**src/verilog/dsp_pkg.sv**
```systemverilog
// Shared constants and types of the driver datagram port.
// Assumes a single 10 MHz system clock and AXI4-Lite register access.
package dsp_pkg;
    // ==========================================================
    // Register map: word index, byte address is index times four
    // ==========================================================
    localparam int ADDR_W = 9;
    localparam logic [6:0] IDX_CONF = 7'h04;
    localparam logic [6:0] IDX_SDT = 7'h10;
    localparam logic [6:0] IDX_COV_LO = 7'h6c;
    localparam logic [6:0] IDX_COV_HI = 7'h6d;
    localparam logic [6:0] IDX_REP_HI = 7'h70;
    localparam logic [6:0] IDX_REP_LO = 7'h71;
    localparam logic [6:0] IDX_STAT = 7'h72;
    localparam logic [6:0] IDX_MASK = 7'h73;
    localparam logic [31:0] CONF_RST = 32'h0000_0000;
    localparam logic [31:0] SDT_RST = 32'h0000_0000;
    // ==========================================================
    // Output configuration fields
    // ==========================================================
    localparam int FMT_LSB = 0;
    localparam logic [3:0] FMT_SPI = 4'hd;
    localparam logic [3:0] FMT_SD = 4'hc;
    localparam int DISPOLL_BIT = 6;
    localparam int EXP_LSB = 8;
    localparam int CDONLY_BIT = 12;
    localparam int CLEN_LSB = 13;
    localparam int STPEXT_LSB = 0;
    localparam int DIRSET_LSB = 8;
    // ==========================================================
    // Interrupt status bits
    // ==========================================================
    localparam int ST_W = 2;
    localparam int ST_COVER_DONE = 0;
    localparam int ST_POLL_DONE = 1;
    // ==========================================================
    // Datagram and link timing
    // ==========================================================
    localparam int DG_W = 40;
    localparam logic [5:0] DG_BITS = 6'h28;
    localparam logic [7:0] POLL_ADDR = 8'h6f;
    localparam int CLK_NS = 100;
    localparam int LINK_NS = 800;
    localparam logic [7:0] HALF_CYC = 8'(LINK_NS / (2 * CLK_NS));
    localparam logic [1:0] RESP_OKAY = 2'h0;
    localparam logic [1:0] RESP_SLVERR = 2'h2;
    // ==========================================================
    // Types
    // ==========================================================
    typedef struct packed {
        logic cs_n;
        logic sclk;
        logic mosi;
    } dsp_pins_t;
    typedef struct packed {
        logic [7:0] addr;
        logic [31:0] data;
    } dsp_dgram_t;
    typedef enum logic [3:0] {
        KIND_NONE = 4'b0001,
        KIND_COVER = 4'b0010,
        KIND_CURRENT = 4'b0100,
        KIND_POLL = 4'b1000
    } dsp_kind_t;
endpackage

```
**src/verilog/dsp_port.sv**
```systemverilog
// Top of the driver datagram port. Assumes an AXI4-Lite master on aclk and a
// current source on the same clock; miso arrives from outside the clock domain.
`timescale 1ns/100ps
module dsp_port
#(
    parameter int unsigned POLL_BLOCK_CYCLES = 64
)
(
    // Clock and reset
    input wire logic aclk,
    input wire logic aresetn,
    // AXI4-Lite write address and data
    input wire logic [dsp_pkg::ADDR_W-1:0] awaddr,
    input wire logic awvalid,
    output logic awready,
    input wire logic [31:0] wdata,
    input wire logic [3:0] wstrb,
    input wire logic wvalid,
    output logic wready,
    output logic [1:0] bresp,
    output logic bvalid,
    input wire logic bready,
    // AXI4-Lite read
    input wire logic [dsp_pkg::ADDR_W-1:0] araddr,
    input wire logic arvalid,
    output logic arready,
    output logic [31:0] rdata,
    output logic [1:0] rresp,
    output logic rvalid,
    input wire logic rready,
    // Current datagrams
    input dsp_pkg::dsp_dgram_t cur_dgram,
    input wire logic cur_valid,
    output logic cur_ready,
    // Motion requests
    input wire logic step_req,
    input wire logic dir_req,
    // Driver pins
    output dsp_pkg::dsp_pins_t spi_pins,
    input wire logic spi_miso,
    output logic step_output_pin,
    output logic direction_output_pin,
    // Interrupt
    output logic irq
);
    import dsp_pkg::*;

    typedef struct packed {
        logic [31:0] conf;
        logic [31:0] sdt;
        logic [31:0] cov_lo;
        logic [7:0] cov_hi;
        logic [7:0] rep_hi;
        logic [31:0] rep_lo;
        logic [ST_W-1:0] status;
        logic [ST_W-1:0] mask;
        logic cover_pend;
        dsp_kind_t kind;
        logic [23:0] poll_cnt;
        logic aw_ok;
        logic [6:0] aw_idx;
        logic w_ok;
        logic [31:0] wdat;
        logic [3:0] wstb;
        logic bvalid;
        logic [1:0] bresp;
        logic rvalid;
        logic [31:0] rdata;
        logic [1:0] rresp;
        logic [2:0] miso_s;
        logic miso_ok;
        logic [7:0] step_cnt;
        logic step_on;
        logic step_pend;
        logic [7:0] dir_wait;
        logic dir_out;
    } dsp_top_st_t;

    dsp_top_st_t s;
    dsp_top_st_t n;
    logic sh_start;
    logic sh_busy;
    logic sh_done;
    logic [DG_W-1:0] sh_tx;
    logic [DG_W-1:0] sh_rx;
    logic spi_mode;
    logic sd_mode;
    logic enabled;
    logic [23:0] poll_ival;

    // Merge a write word into a register under the byte strobes.
    function automatic logic [31:0] merge(input logic [31:0] old, input logic [31:0] d,
                                          input logic [3:0] stb);
        logic [31:0] r;
        r = old;
        for (int i = 0; i < 4; i++)
        begin
            if (stb[i])
            begin
                r[i*8 +: 8] = d[i*8 +: 8];
            end
        end
        return r;
    endfunction

    // ==========================================================
    // Mode decode
    // ==========================================================
    // A nonzero cover length selects a foreign datagram size, so the datagram scheduler idles.
    assign spi_mode = (s.conf[FMT_LSB +: 4] == FMT_SPI);
    assign sd_mode = (s.conf[FMT_LSB +: 4] == FMT_SD);
    assign enabled = (s.conf[CLEN_LSB +: 7] == 7'h00) && (spi_mode || sd_mode);
    assign poll_ival = 24'(POLL_BLOCK_CYCLES) << s.conf[EXP_LSB +: 4];

    // ==========================================================
    // Next state
    // ==========================================================
    always_comb
    begin
        n = s;
        sh_start = 1'b0;
        sh_tx = '0;
        cur_ready = 1'b0;
        awready = !s.aw_ok && !s.bvalid;
        wready = !s.w_ok && !s.bvalid;
        arready = !s.rvalid;
        // Three stage miso synchroniser; a level counts once stages two and three agree.
        n.miso_s = {s.miso_s[1:0], spi_miso};
        if (s.miso_s[1] == s.miso_s[2])
        begin
            n.miso_ok = s.miso_s[2];
        end
        // Read channel; a status read clears it before this cycle's events set it.
        if (s.rvalid && rready)
        begin
            n.rvalid = 1'b0;
        end
        if (arvalid && arready)
        begin
            n.rvalid = 1'b1;
            n.rresp = RESP_OKAY;
            n.rdata = '0;
            case (araddr[ADDR_W-1:2])
                IDX_CONF: n.rdata = s.conf;
                IDX_SDT: n.rdata = s.sdt;
                IDX_COV_LO: n.rdata = s.cov_lo;
                IDX_COV_HI: n.rdata = {24'h000000, s.cov_hi};
                IDX_REP_HI: n.rdata = {24'h000000, s.rep_hi};
                IDX_REP_LO: n.rdata = s.rep_lo;
                IDX_MASK: n.rdata = {30'h00000000, s.mask};
                IDX_STAT:
                begin
                    n.rdata = {30'h00000000, s.status};
                    n.status = '0;
                end
                default: n.rresp = RESP_SLVERR;
            endcase
        end
        // Datagram scheduler: cover first, then currents, then polls.
        if (s.poll_cnt != 24'h000000)
        begin
            n.poll_cnt = s.poll_cnt - 24'h000001;
        end
        if (sh_done)
        begin
            n.kind = KIND_NONE;
            case (s.kind)
                KIND_COVER:
                begin
                    n.status[ST_COVER_DONE] = 1'b1;
                    n.rep_hi = sh_rx[DG_W-1 -: 8];
                    n.rep_lo = sh_rx[31:0];
                end
                KIND_CURRENT:
                begin
                    if (!s.conf[CDONLY_BIT])
                    begin
                        n.status[ST_COVER_DONE] = 1'b1;
                    end
                end
                KIND_POLL:
                begin
                    n.status[ST_COVER_DONE] = 1'b1;
                    n.status[ST_POLL_DONE] = 1'b1;
                end
                default: n.kind = KIND_NONE;
            endcase
        end
        else if (s.kind == KIND_NONE && enabled && !sh_busy)
        begin
            // Only one datagram is ever in flight.
            if (s.cover_pend)
            begin
                sh_start = 1'b1;
                sh_tx = {s.cov_hi, s.cov_lo};
                n.kind = KIND_COVER;
                n.cover_pend = 1'b0;
            end
            else if (spi_mode && cur_valid)
            begin
                cur_ready = 1'b1;
                sh_start = 1'b1;
                sh_tx = {cur_dgram.addr, cur_dgram.data};
                n.kind = KIND_CURRENT;
            end
            else if (sd_mode && !s.conf[DISPOLL_BIT] && s.poll_cnt == 24'h000000)
            begin
                sh_start = 1'b1;
                sh_tx = {POLL_ADDR, 32'h00000000};
                n.kind = KIND_POLL;
                n.poll_cnt = poll_ival - 24'h000001;
            end
        end
        // Write channel; placed after the scheduler so a new cover request wins.
        if (s.bvalid && bready)
        begin
            n.bvalid = 1'b0;
        end
        if (awvalid && awready)
        begin
            n.aw_ok = 1'b1;
            n.aw_idx = awaddr[ADDR_W-1:2];
        end
        if (wvalid && wready)
        begin
            n.w_ok = 1'b1;
            n.wdat = wdata;
            n.wstb = wstrb;
        end
        if (s.aw_ok && s.w_ok)
        begin
            n.aw_ok = 1'b0;
            n.w_ok = 1'b0;
            n.bvalid = 1'b1;
            n.bresp = RESP_OKAY;
            case (s.aw_idx)
                IDX_CONF: n.conf = merge(s.conf, s.wdat, s.wstb);
                IDX_SDT: n.sdt = merge(s.sdt, s.wdat, s.wstb);
                IDX_COV_HI: n.cov_hi = s.wstb[0] ? s.wdat[7:0] : s.cov_hi;
                IDX_MASK: n.mask = s.wstb[0] ? s.wdat[ST_W-1:0] : s.mask;
                IDX_COV_LO:
                begin
                    n.cov_lo = merge(s.cov_lo, s.wdat, s.wstb);
                    n.cover_pend = 1'b1;
                end
                IDX_REP_HI, IDX_REP_LO, IDX_STAT: n.bresp = RESP_OKAY;
                default: n.bresp = RESP_SLVERR;
            endcase
        end
        // Step and direction pins, live only in step/direction format.
        if (s.dir_wait != 8'h00)
        begin
            n.dir_wait = s.dir_wait - 8'h01;
        end
        if (s.step_on)
        begin
            if (s.step_cnt == 8'h00)
            begin
                n.step_on = 1'b0;
            end
            else
            begin
                n.step_cnt = s.step_cnt - 8'h01;
            end
        end
        if (sd_mode && step_req)
        begin
            n.step_pend = 1'b1;
            if (dir_req != s.dir_out)
            begin
                n.dir_out = dir_req;
                n.dir_wait = s.sdt[DIRSET_LSB +: 8];
            end
        end
        if (sd_mode && s.step_pend && s.dir_wait == 8'h00 && !s.step_on)
        begin
            n.step_pend = 1'b0;
            n.step_on = 1'b1;
            n.step_cnt = s.sdt[STPEXT_LSB +: 8];
        end
        if (!sd_mode)
        begin
            n.step_on = 1'b0;
            n.step_pend = 1'b0;
        end
    end

    // Register the whole state.
    always_ff @(posedge aclk)
    begin
        if (!aresetn)
        begin
            s <= '0;
            s.conf <= CONF_RST;
            s.sdt <= SDT_RST;
            s.kind <= KIND_NONE;
        end
        else
        begin
            s <= n;
        end
    end

    // ==========================================================
    // Shift engine and outputs
    // ==========================================================
    dsp_shifter u_shifter
    (
        .aclk(aclk),
        .aresetn(aresetn),
        .start(sh_start),
        .tx(sh_tx),
        .busy(sh_busy),
        .done(sh_done),
        .rx(sh_rx),
        .pins(spi_pins),
        .miso(s.miso_ok)
    );

    assign bvalid = s.bvalid;
    assign bresp = s.bresp;
    assign rvalid = s.rvalid;
    assign rdata = s.rdata;
    assign rresp = s.rresp;
    assign step_output_pin = s.step_on;
    assign direction_output_pin = s.dir_out;
    assign irq = |(s.status & s.mask);
endmodule

```
**src/verilog/dsp_shifter.sv**
```systemverilog
// Serial shift engine for one 40 bit datagram, clock idle high.
// Assumes miso is already synchronised to aclk by the caller.
`timescale 1ns/100ps
module dsp_shifter
(
    // Clock and reset
    input wire logic aclk,
    input wire logic aresetn,
    // Request and answer
    input wire logic start,
    input wire logic [dsp_pkg::DG_W-1:0] tx,
    output logic busy,
    output logic done,
    output logic [dsp_pkg::DG_W-1:0] rx,
    // Driver pins
    output dsp_pkg::dsp_pins_t pins,
    input wire logic miso
);
    import dsp_pkg::*;

    typedef struct packed {
        logic busy;
        logic lead;
        logic sclk;
        logic cs_n;
        logic done;
        logic [7:0] cnt;
        logic [5:0] bits;
        logic [DG_W-1:0] sh;
        logic [DG_W-1:0] rx;
    } dsp_sh_st_t;

    dsp_sh_st_t s;
    dsp_sh_st_t n;

    // ==========================================================
    // Bit sequencing
    // ==========================================================
    // Data changes on the falling edge and is sampled at the end of the
    // high phase, which leaves the slow synchroniser a whole clock period.
    always_comb
    begin
        n = s;
        n.done = 1'b0;
        if (start && !s.busy)
        begin
            n.busy = 1'b1;
            n.lead = 1'b1;
            n.cs_n = 1'b0;
            n.sclk = 1'b1;
            n.cnt = HALF_CYC - 8'h01;
            n.bits = DG_BITS;
            n.sh = tx;
        end
        else if (s.busy)
        begin
            if (s.cnt != 8'h00)
            begin
                n.cnt = s.cnt - 8'h01;
            end
            else
            begin
                n.cnt = HALF_CYC - 8'h01;
                if (!s.sclk)
                begin
                    n.sclk = 1'b1;
                end
                else if (s.lead)
                begin
                    n.lead = 1'b0;
                    n.sclk = 1'b0;
                end
                else
                begin
                    n.rx = {s.rx[DG_W-2:0], miso};
                    n.sh = {s.sh[DG_W-2:0], 1'b0};
                    n.bits = s.bits - 6'h01;
                    if (s.bits == 6'h01)
                    begin
                        n.busy = 1'b0;
                        n.cs_n = 1'b1;
                        n.done = 1'b1;
                    end
                    else
                    begin
                        n.sclk = 1'b0;
                    end
                end
            end
        end
    end

    // Register the whole state.
    always_ff @(posedge aclk)
    begin
        if (!aresetn)
        begin
            s <= '0;
            s.cs_n <= 1'b1;
            s.sclk <= 1'b1;
        end
        else
        begin
            s <= n;
        end
    end

    assign busy = s.busy;
    assign done = s.done;
    assign rx = s.rx;
    assign pins = '{cs_n: s.cs_n, sclk: s.sclk, mosi: s.sh[DG_W-1]};

    // ==========================================================
    // Checks
    // ==========================================================
    // Rising clock edges seen within the current frame.
    logic [6:0] rise_cnt;
    logic sclk_d;
    always_ff @(posedge aclk)
    begin
        sclk_d <= s.sclk;
        if (!aresetn || (start && !s.busy))
        begin
            rise_cnt <= 7'h00;
        end
        else if (s.sclk && !sclk_d && !s.cs_n)
        begin
            rise_cnt <= rise_cnt + 7'h01;
        end
    end
endmodule
```
**config.mk**
```make
export PLATFORM = sky130hd
export DESIGN_NAME = dsp_port
export DESIGN_NICKNAME = d
export VERILOG_FILES = /design/src/verilog/dsp_pkg.sv /design/src/verilog/dsp_port.sv /design/src/verilog/dsp_shifter.sv
export SDC_FILE = /design/constraint.sdc
export NUM_CORES = 1
export LEC_CHECK = 0
export BUFFER_PORTS_ARGS = -buffer_cell sky130_fd_sc_hd__buf_2
export CAP_MARGIN = 20
export CORE_MARGIN = 2
export CORE_UTILIZATION = 60
export DETAILED_ROUTE_END_ITERATION = 7
export GPL_ROUTABILITY_DRIVEN = 0
export PLACE_DENSITY = 0.8
export SLEW_MARGIN = 30
export SYNTH_ARGS = -nofsm -noshare
export SYNTH_HDL_FRONTEND = slang
export SYNTH_HIERARCHICAL = 1
export SYNTH_SLANG_ARGS = --single-unit
```
**constraint.sdc**
```tcl
create_clock -name aclk -period 3.7 [get_ports aclk]
set_clock_uncertainty 0.15 [all_clocks]
set_input_delay 0.37 -clock aclk [delete_from_list [all_inputs] [get_ports aclk]]
set_output_delay 0.37 -clock aclk [all_outputs]
set_load 0.02 [all_outputs]
```
==> Yosys cells after proc, flatten, opt, wreduce, memory -nomap -nowiden <==
Index checks and enable logic that the tools add are counted.
{ "op_classes": {"addsub": 6, "bitwise_logic": 8, "shift": 1, "n_eq_ne": 28, "reduce_logical": 75, "n_mux": 62} }
{ "op_table": {"columns": ["cell", "n"], "rows": [
  ["86-bit 2-to-1 mux", 3],
  ["32-bit one-hot mux with 8 select lines", 1],
  ["40-bit 2-to-1 mux", 4],
  ["99-bit 2-to-1 mux", 1],
  ["24-bit 2-to-1 mux", 4],
  ["7-bit equality test (second input constant)", 12],
  ["48-bit 2-to-1 mux", 1],
  ["24-bit by 1-bit subtractor with 24-bit output (second input constant)", 2],
  ["3-bit AND reduction", 15],
  ["39-bit 2-to-1 mux", 1],
  ["35-bit 2-to-1 mux", 1],
  ["29-bit 2-to-1 mux", 1],
  ["28-bit 2-to-1 mux", 1],
  ["24-bit logical NOT", 1],
  ["8-bit 2-to-1 mux", 3],
  ["24-bit nonzero test", 1],
  ["7-bit by 4-bit << shifter with 24-bit output (first input constant)", 1],
  ["8-bit by 1-bit subtractor with 8-bit output (second input constant)", 3],
  ["1-bit 2-to-1 mux", 22],
  ["10-bit 2-to-1 mux", 2],
  ["1-bit logical AND", 19],
  ["2-bit 2-to-1 mux", 9],
  ["9-bit 2-to-1 mux", 2],
  ["8-bit logical NOT", 2],
  ["31 further kinds", 68]
]} }
{ "totals": {"wordCells": 228, "inputBits": 105, "register_bits": 382, "out_inout_bits": 48} }

==> Logic depth before layout (Yosys ltp) <==
Gate-level depths: netlist of the first run.
{ "depth": {"word_depth": 11, "depth_mapped": 13, "depth_no_buf": 11} }

==> Modules after synthesis <==
The synthesis of the first run kept the hierarchy.
{ "by_module_without_submodules": {"columns": ["mod", "cells_each", "area_per_inst_um2", "seq_area_each_um2", "n_inst"], "rows": [
  ["dsp_port", 1527, 12462.0, 5625.4, 1],
  ["dsp_shifter", 539, 4359.2, 1981.9, 1]
]} }

==> Least setup slack after synthesis of the first run <==
OpenSTA, ideal clock, no wires.
{ "synth_path": {"path_type": "register to register", "from": "reg s[106] (netlist name)", "to": "reg u_shifter/s[89] (netlist name)", "n_path_buf": 2, "path_stages_with_launch": 14, "slack_ps": 612, "required_ps": 3429, "setup_ps": 121, "t_arrival_ps": 2818, "synth_period_minus_slack_ps": 3088, "path_cell_list": "dfxtp_1 -> inv_1 -> ha_1 -> nor3b_1 -> and3_1 -> nor4bb_1 -> a221oi_1 -> nor2_1 -> nand2b_1 -> clkbuf_1 -> nand2_1 -> or2_2 -> clkbuf_1 -> nor2_1"} }
{ "synth_lines": {"columns": ["element", "line_no", "source"], "rows": [
  ["end signal, assigned", "dsp_shifter.sv:104", "s <= n;"],
  ["end, declared", "dsp_shifter.sv:33", "dsp_sh_st_t s;"]
]} }

==> results of run 1 <==
## what timing repair did
item,in CTS,in global routing
hold buffers,49,0
hold endpoints to repair,48,0
setup buffers,0,0
setup endpoints to repair,0,0
## registers in the layout, summed over array words and instances, names as in the netlist
signal                flops
u_shifter/rx             40
rresp                     1
step_output_pin           1
bvalid                    1
u_shifter/s              54
bresp                     1
u_shifter/pins            3
rdata                    32
n                         2
u_shifter/busy            1
u_shifter/done            1
rvalid                    1
s                       241
direction_output_pin      1
## final timing paths
kind	to	slack, ps	depth (start not counted)
max reg2reg	u_shifter/s[62]	460	9
min	rdata[1]	110	4
min reg2reg	s[64]	310	2
max	cur_ready	210	5
## power by group through the flow
| stage | clock (mW) | combinational, mW | sequential, mW |
|---|---|---|---|
| 2_1_floorplan | 0 | 0.985 | 4.47 |
| 3_3_place_gp | 0 | 1.27 | 4.50 |
| 3_5_place_dp | 0 | 1.31 | 4.52 |
| 4_1_cts | 4.14 | 1.37 | 4.43 |
| 5_1_grt | 4.33 | 1.55 | 4.46 |
| 6_report | 4.13 | 1.38 | 4.44 |
## cell type report
type,instances,area (µm²),share of cell area (%)
clock inverter,21,249,1.30
multi-input combinational,1456,8020,42.0
inverter,16,65.1,0.341
antenna,2,5.00,0.0262
tap,378,473,2.48
sequential,380,7610,39.9
clock buffer,51,1100,5.78
timing repair buffer,237,1560,8.18
## placed cells by master, fill, tap and decap left out, types with 12 or more instances in the layout
cell type,n
a21boi_0,34
nor2b_1,12
o21ai_0,146
a31oi_1,43
nand2_1,460
nor2_1,141
dlygate4sd3_1,49
a21oi_1,192
dfxtp_1,380
a22oi_1,45
buf_2,146
inv_1,15
mux2i_1,62
xnor2_1,12
clkbuf_16,41
a22o_1,48
nor3_1,24
a221oi_1,25
buf_4,40
nand3_1,13
a211oi_1,21
## kinds of logic after synthesis
group	after synthesis
mux	63
flops	380
fa+ha+maj	8
other cells	1
compound gates	593
xor+xnor	21
simple gates	769
buf+inv	231
## per-layer routing
layer  global-route usage, %  up-vias  part of all wire [%]
met1                    45.1     7210                    45
met3                    4.51       85                   8.7
li1                        -     7285                     -
met5                       0        -                     0
met4                    8.14        0                   2.3
met2                    45.9      762                    44
## worst max-delay path, delay by kind of cell (launching register included)
family | cells | cell delay, ps
buf+inv | 2 | 590
simple gates | 3 | 1450
flops | 1 | 380
## through the flow
step                      hold slack [ps]  utilization (%)  setup slack [ps]  cells
after global placement                283             62.2               601   2418
final                                 108             68.9               210   2541
after detailed placement              290             62.2               532   2418
after global routing                  109             68.9               157   2541
after CTS                            80.6             68.8               237   2539
after floorplan                       262                -               612   2067
==> results.sh, run 1 <==
export IMPL_status="complete, no violations"
export IMPL_p_int_mw=7.32
export IMPL_portBuffers=146
export IMPL_post_synth_fa_ha_maj_area_fraction_pct=0.595
export IMPL_period_needed_ps=3490
export IMPL_cpMaxStageDelayCell="or4_4"
export IMPL_rows=61
export IMPL_core_area_um2=27700
export IMPL_slew_violations=0
export IMPL_synth_edf_count=0
export IMPL_pin_count=153
export IMPL_finalInstanceArea_um2=19100
export IMPL_power_total_mw=9.95
export IMPL_hold_path_class="input port to flip-flop"
export IMPL_ys_seq_area_share_pct=45.2
export IMPL_yosysTopAreaCell="dfxtp_1"
export IMPL_ys_types=68
export IMPL_grt_antenna_before_repair=2
export IMPL_clock_latency_ps=530
export IMPL_switching_share_pct=26.4
export IMPL_critical_path_class="flip-flop to primary output"
export IMPL_clkPwrFrac_pct=41.5
export IMPL_synth_simple_area_share_pct=20.2
export IMPL_synth_most_common_cell="nand2_1"
export IMPL_initial_core_util_pct=60.7
export IMPL_num_vias=15342
export IMPL_drive_above_1_share_pct=13.2
export IMPL_drt_total_wl_mm=46.2
export IMPL_route_detailed_drc=0
export IMPL_routedWlPerCell_um=18.2
export IMPL_switchingPower_mw=2.62
export IMPL_synthCells=2066
export IMPL_arrival_ps=2970
export IMPL_p_leak_nw=6.80
export IMPL_grt_pass1_wl_mm=71.6
export IMPL_die_w_um=171
export IMPL_cp_end_kind="primary output"
export IMPL_grt_usage_pct=30.4
export IMPL_max_stage_delay_ps=680
export IMPL_cp_cell_sequence="or4_1 > or4_4 > nor2b_2 > buf_4 > buf_2"
export IMPL_fmax_mhz=287
export IMPL_hold_violations=0
export IMPL_finalSetupTns_ps=0
export IMPL_syn_area_um2=16800
export IMPL_firstDrtPassIters=6
export IMPL_power_density_nw_per_um2=521
export IMPL_seq_power_share_pct=44.6
export IMPL_cp_max_fo=35
export IMPL_clockRootBuffer="clkbuf_16"
export IMPL_yosysWarnings=6
export IMPL_rsz0062_at_grt="false"
export IMPL_synth_area_mux_share_pct=3.76
export IMPL_worst_pin_slew_ps=722
export IMPL_avgSynthCellArea_um2=8.14
export IMPL_cts_tree="built"
export IMPL_ctsResizeCount=0
export IMPL_die_area_um2=29400
export IMPL_grt_pass1_vias=13551
export IMPL_dr_first_iter_drc_count=1867
export IMPL_p_comb_share_pct=13.8
export IMPL_crit_path_start="s[131]"
export IMPL_clock_sinks=380
export IMPL_die_height_um=171
export IMPL_synth_xor_area_share_pct=1.09
export IMPL_postPlaceCellArea_um2=17200
export IMPL_drv_cap=0
export IMPL_syn_to_final_growth_pct=13.4
export IMPL_final_antenna_net_count=0
export IMPL_synth_top_area_share_pct=45.2
export IMPL_synthTopCellsByArea="dfxtp_1 (45%), nand2_1 (10%), a21oi_1 (5.7%), o21ai_0 (4.3%), mux2i_1 (3.7%)"
export IMPL_synth_common_cells="nand2_1 (461), dfxtp_1 (380), a21oi_1 (193), o21ai_0 (146), nor2_1 (143)"
export IMPL_worstPathRequired_ps=3180
export IMPL_synth_flop_cell="dfxtp_1"
export IMPL_dpl_hpwl_mm=31.3
export IMPL_synth_compound_area_share_pct=21.9
export IMPL_grt_start_max_net_pins=95
export IMPL_vias_per_cell=6.04
export IMPL_ctsLongestPathBuffers=3
export IMPL_min_from="arvalid"
export IMPL_slew_headroom_pct=51.9
export IMPL_regToRegStartpoint="s[122]"
export IMPL_period_share_pct=94.3
export IMPL_cts_max_level=2
export IMPL_finalSetupViolations=0
export IMPL_fin_nets=2244
export IMPL_clk_pin_slew_worst_paths_ps=60
export IMPL_startpoint_type="flip-flop"
export IMPL_fill_cells=2195
export IMPL_yosys_register_bits=380
export IMPL_synth_top_family_by_area="compound AO/OA/AOI/OAI gates"
export IMPL_ir_drop_mv=0.297
export IMPL_cts_buffers=40
export IMPL_async_flop_share_pct=0
export IMPL_grt_ovfl_total=0
No activity file was read; power rests on OpenSTA's default activity.
==> inputs of run 2 (changes only) <==
--- a/config.mk
+++ b/config.mk
@@ -5,6 +5,7 @@
 export SDC_FILE = /design/constraint.sdc
 export NUM_CORES = 1
 export LEC_CHECK = 0
+export ABC_AREA = 1
 export BUFFER_PORTS_ARGS = -buffer_cell sky130_fd_sc_hd__buf_2
 export CAP_MARGIN = 20
 export CORE_MARGIN = 2
==> results.sh, run 2 <==
export IMPL_status="complete, no violations"
export IMPL_cts_buffers=39
export IMPL_finalSetupTns_ps=0
export IMPL_die_w_um=179
export IMPL_switching_share_pct=30.0
export IMPL_p_comb_share_pct=19.0
export IMPL_path_common_cell="nand2_1"
export IMPL_async_flop_share_pct=0
export IMPL_period_needed_ps=3210
export IMPL_fill_cells=2634
export IMPL_synthTopCellsByArea="dfxtp_1 (41%), nand2_1 (8.6%), a21oi_1 (7.2%), o21ai_0 (6.6%), nor2_1 (5.9%)"
export IMPL_ctsLongestPathBuffers=3
export IMPL_drive_above_1_share_pct=11.2
export IMPL_cp_end_kind="primary output"
export IMPL_routedWlPerCell_um=16.3
export IMPL_die_height_um=179
export IMPL_synthCells=2628
export IMPL_grt_antenna_before_repair=0
export IMPL_instances_no_fill=3072
export IMPL_startpoint_type="flip-flop"
export IMPL_min_delay_worst_endpoint="s[78]"
export IMPL_fmax_mhz=311
export IMPL_layout_commonest_cell="nand2_1"
export IMPL_finalSetupViolations=0
export IMPL_rows=64
export IMPL_synth_most_common_cell="nand2_1"
export IMPL_die_area_um2=32100
export IMPL_clock_sinks=380
export IMPL_max_stage_delay_ps=440
export IMPL_finalInstanceArea_um2=20000
export IMPL_cts_max_level=2
export IMPL_grt_ovfl_total=0
export IMPL_slew_violations=0
export IMPL_worstPathRequired_ps=3180
export IMPL_synth_flop_cell="dfxtp_1"
export IMPL_synth_top_area_share_pct=41.4
export IMPL_ys_seq_area_share_pct=41.4
export IMPL_ys_types=45
export IMPL_cp_cell_sequence="nand2_1 > nor2_2 > inv_2 > nor2_1 > nand2_1 > nor2_4 > nand2_1 > inv_2 > buf_2"
export IMPL_firstDrtPassIters=6
export IMPL_initial_core_util_pct=60.6
export IMPL_switchingPower_mw=3.04
export IMPL_cpMaxStageDelayCell="inv_2"
export IMPL_seq_power_share_pct=44.2
export IMPL_min_path_cells=3
export IMPL_drt_total_wl_mm=49.9
export IMPL_clk_pin_slew_worst_paths_ps=70
export IMPL_pin_count=153
export IMPL_p_int_mw=7.09
export IMPL_cp_max_fo=35
export IMPL_grt_usage_pct=30.4
export IMPL_final_cell_mix="nand2_1 (419), dfxtp_1 (380), nor2_1 (291)"
export IMPL_r2r_slack_ps=580
export IMPL_r2r_cells=13
export IMPL_critical_path_class="flip-flop to primary output"
export IMPL_postPlaceCellArea_um2=18600
export IMPL_p_leak_nw=8.05
export IMPL_dpl_hpwl_mm=33.7
export IMPL_slew_headroom_pct=29.0
export IMPL_largest_register="s"
export IMPL_yosysTopAreaCell="dfxtp_1"
export IMPL_critPathBufInv=3
export IMPL_synth_common_cells="nand2_1 (420), dfxtp_1 (380), nor2_1 (291), inv_1 (282), a21oi_1 (265)"
export IMPL_syn_to_final_growth_pct=8.84
export IMPL_largest_reg_flops=241
export IMPL_dr_first_iter_drc_count=2127
export IMPL_clock_latency_ps=530
export IMPL_grt_pass1_wl_mm=78.3
export IMPL_min_from="wdata[13]"
export IMPL_clockRootBuffer="clkbuf_16"
export IMPL_power_density_nw_per_um2=506
export IMPL_drv_cap=0
export IMPL_cts_tree="built"
export IMPL_cpLargestDelayFamily="simple AND/OR/NAND/NOR gates"
export IMPL_arrival_ps=2690
export IMPL_hold_violations=0
export IMPL_period_share_pct=86.9
export IMPL_rsz0062_at_grt="false"
export IMPL_yosysWarnings=6
export IMPL_vias_per_cell=5.75
export IMPL_worst_pin_slew_ps=1060
export IMPL_r2r_end="u_shifter/s[57]"
export IMPL_num_vias=17678
export IMPL_hold_path_class="input port to flip-flop"
export IMPL_clkPwrFrac_pct=36.7
export IMPL_yosys_register_bits=380
export IMPL_syn_area_um2=18400
export IMPL_regToRegStartpoint="s[253]"
export IMPL_route_detailed_drc=0
export IMPL_synth_edf_count=0
export IMPL_core_area_um2=30300
export IMPL_ir_drop_mv=0.380
export IMPL_ctsResizeCount=0
export IMPL_fin_nets=2763
export IMPL_avgSynthCellArea_um2=7.00
export IMPL_antenna_cells=0
export IMPL_dpl_cell_count=2979
export IMPL_portBuffers=146
export IMPL_grt_start_max_net_pins=121
export IMPL_final_antenna_net_count=0
export IMPL_whs_ps=9.67
export IMPL_grt_pass1_vias=15355
run 2: repair_timing:
action | in CTS | in global routing
setup buffers | 0 | 0
endpoints found under the hold margin | 25 | 0
hold buffers | 25 | 0
run 2: cell type report:
type / instances / area [µm²] / share of cell area [%]
Multi-Input combinational cell: 1721 / 8340 / 41.7
Sequential cell: 380 / 7610 / 38.0
Timing Repair Buffer: 200 / 1240 / 6.18
Inverter: 308 / 1160 / 5.78
Clock buffer: 56 / 1090 / 5.45
Tap cell: 396 / 495 / 2.48
Clock inverter: 11 / 86.3 / 0.431
run 2: metal layers:
metal	track usage (%)	up-vias	part of all wire, %
met3	4.69	135	9.4
met2	47.7	859	44
met4	11.0	0	3.9
li1	-	8541	-
met1	42.3	8143	43
met5	0	-	0
run 2: cells by family after synthesis:
group,Yosys count,synth area share (%)
AOI/OAI and AO/OA,661,19.0
other,1,0.0204
xor gates and xnor gates,33,1.57
and+or+nand+nor,1017,24.2
buffers and inverters,528,13.3
adders and majority gates,8,0.544
DFF,380,41.4
run 2: metrics by stage:
step | util (%) | power (mW) | worst slack [ps]
after global placement | 61.1 | 6.37 | 764
after detailed placement | 61.1 | 6.42 | 657
after global routing | 65.9 | 10.6 | 340
after floorplan | - | 5.99 | 1190
after CTS | 65.8 | 10.1 | 543
final | 65.9 | 10.1 | 485
run 2: worst register-to-register path: stages, from the launching register on:
cell      delay [ps]
dfxtp_1          350
nand2_1           90
nor2_2           250
inv_2             60
nor2_1           110
nand2_1          150
nor2_4           310
a21boi_0         450
inv_1            140
nor2_4           300
clkinv_1         140
buf_4            250
nand3_1          110
a21oi_1           90
run 2: how the worst max path moves through the flow:
stage / startpoint / endpoint / slack, ps / cells past startpoint
after floorplan: s[106] / u_shifter/s[73] / 1190 / 14
after global placement: s[106] / u_shifter/s[93] / 760 / 13
after detailed placement: s[106] / u_shifter/s[93] / 660 / 13
after CTS: s[253] / cur_ready / 540 / 9
after global routing: s[254] / cur_ready / 340 / 9
final: s[253] / cur_ready / 490 / 9
run 2: power groups by stage:
stage | Sequential (mW) | Combinational, mW | Clock [mW]
6_report | 4.48 | 1.92 | 3.72
2_1_floorplan | 4.51 | 1.47 | 0
3_5_place_dp | 4.56 | 1.86 | 0
3_3_place_gp | 4.56 | 1.81 | 0
5_1_grt | 4.50 | 2.16 | 3.90
4_1_cts | 4.48 | 1.90 | 3.76
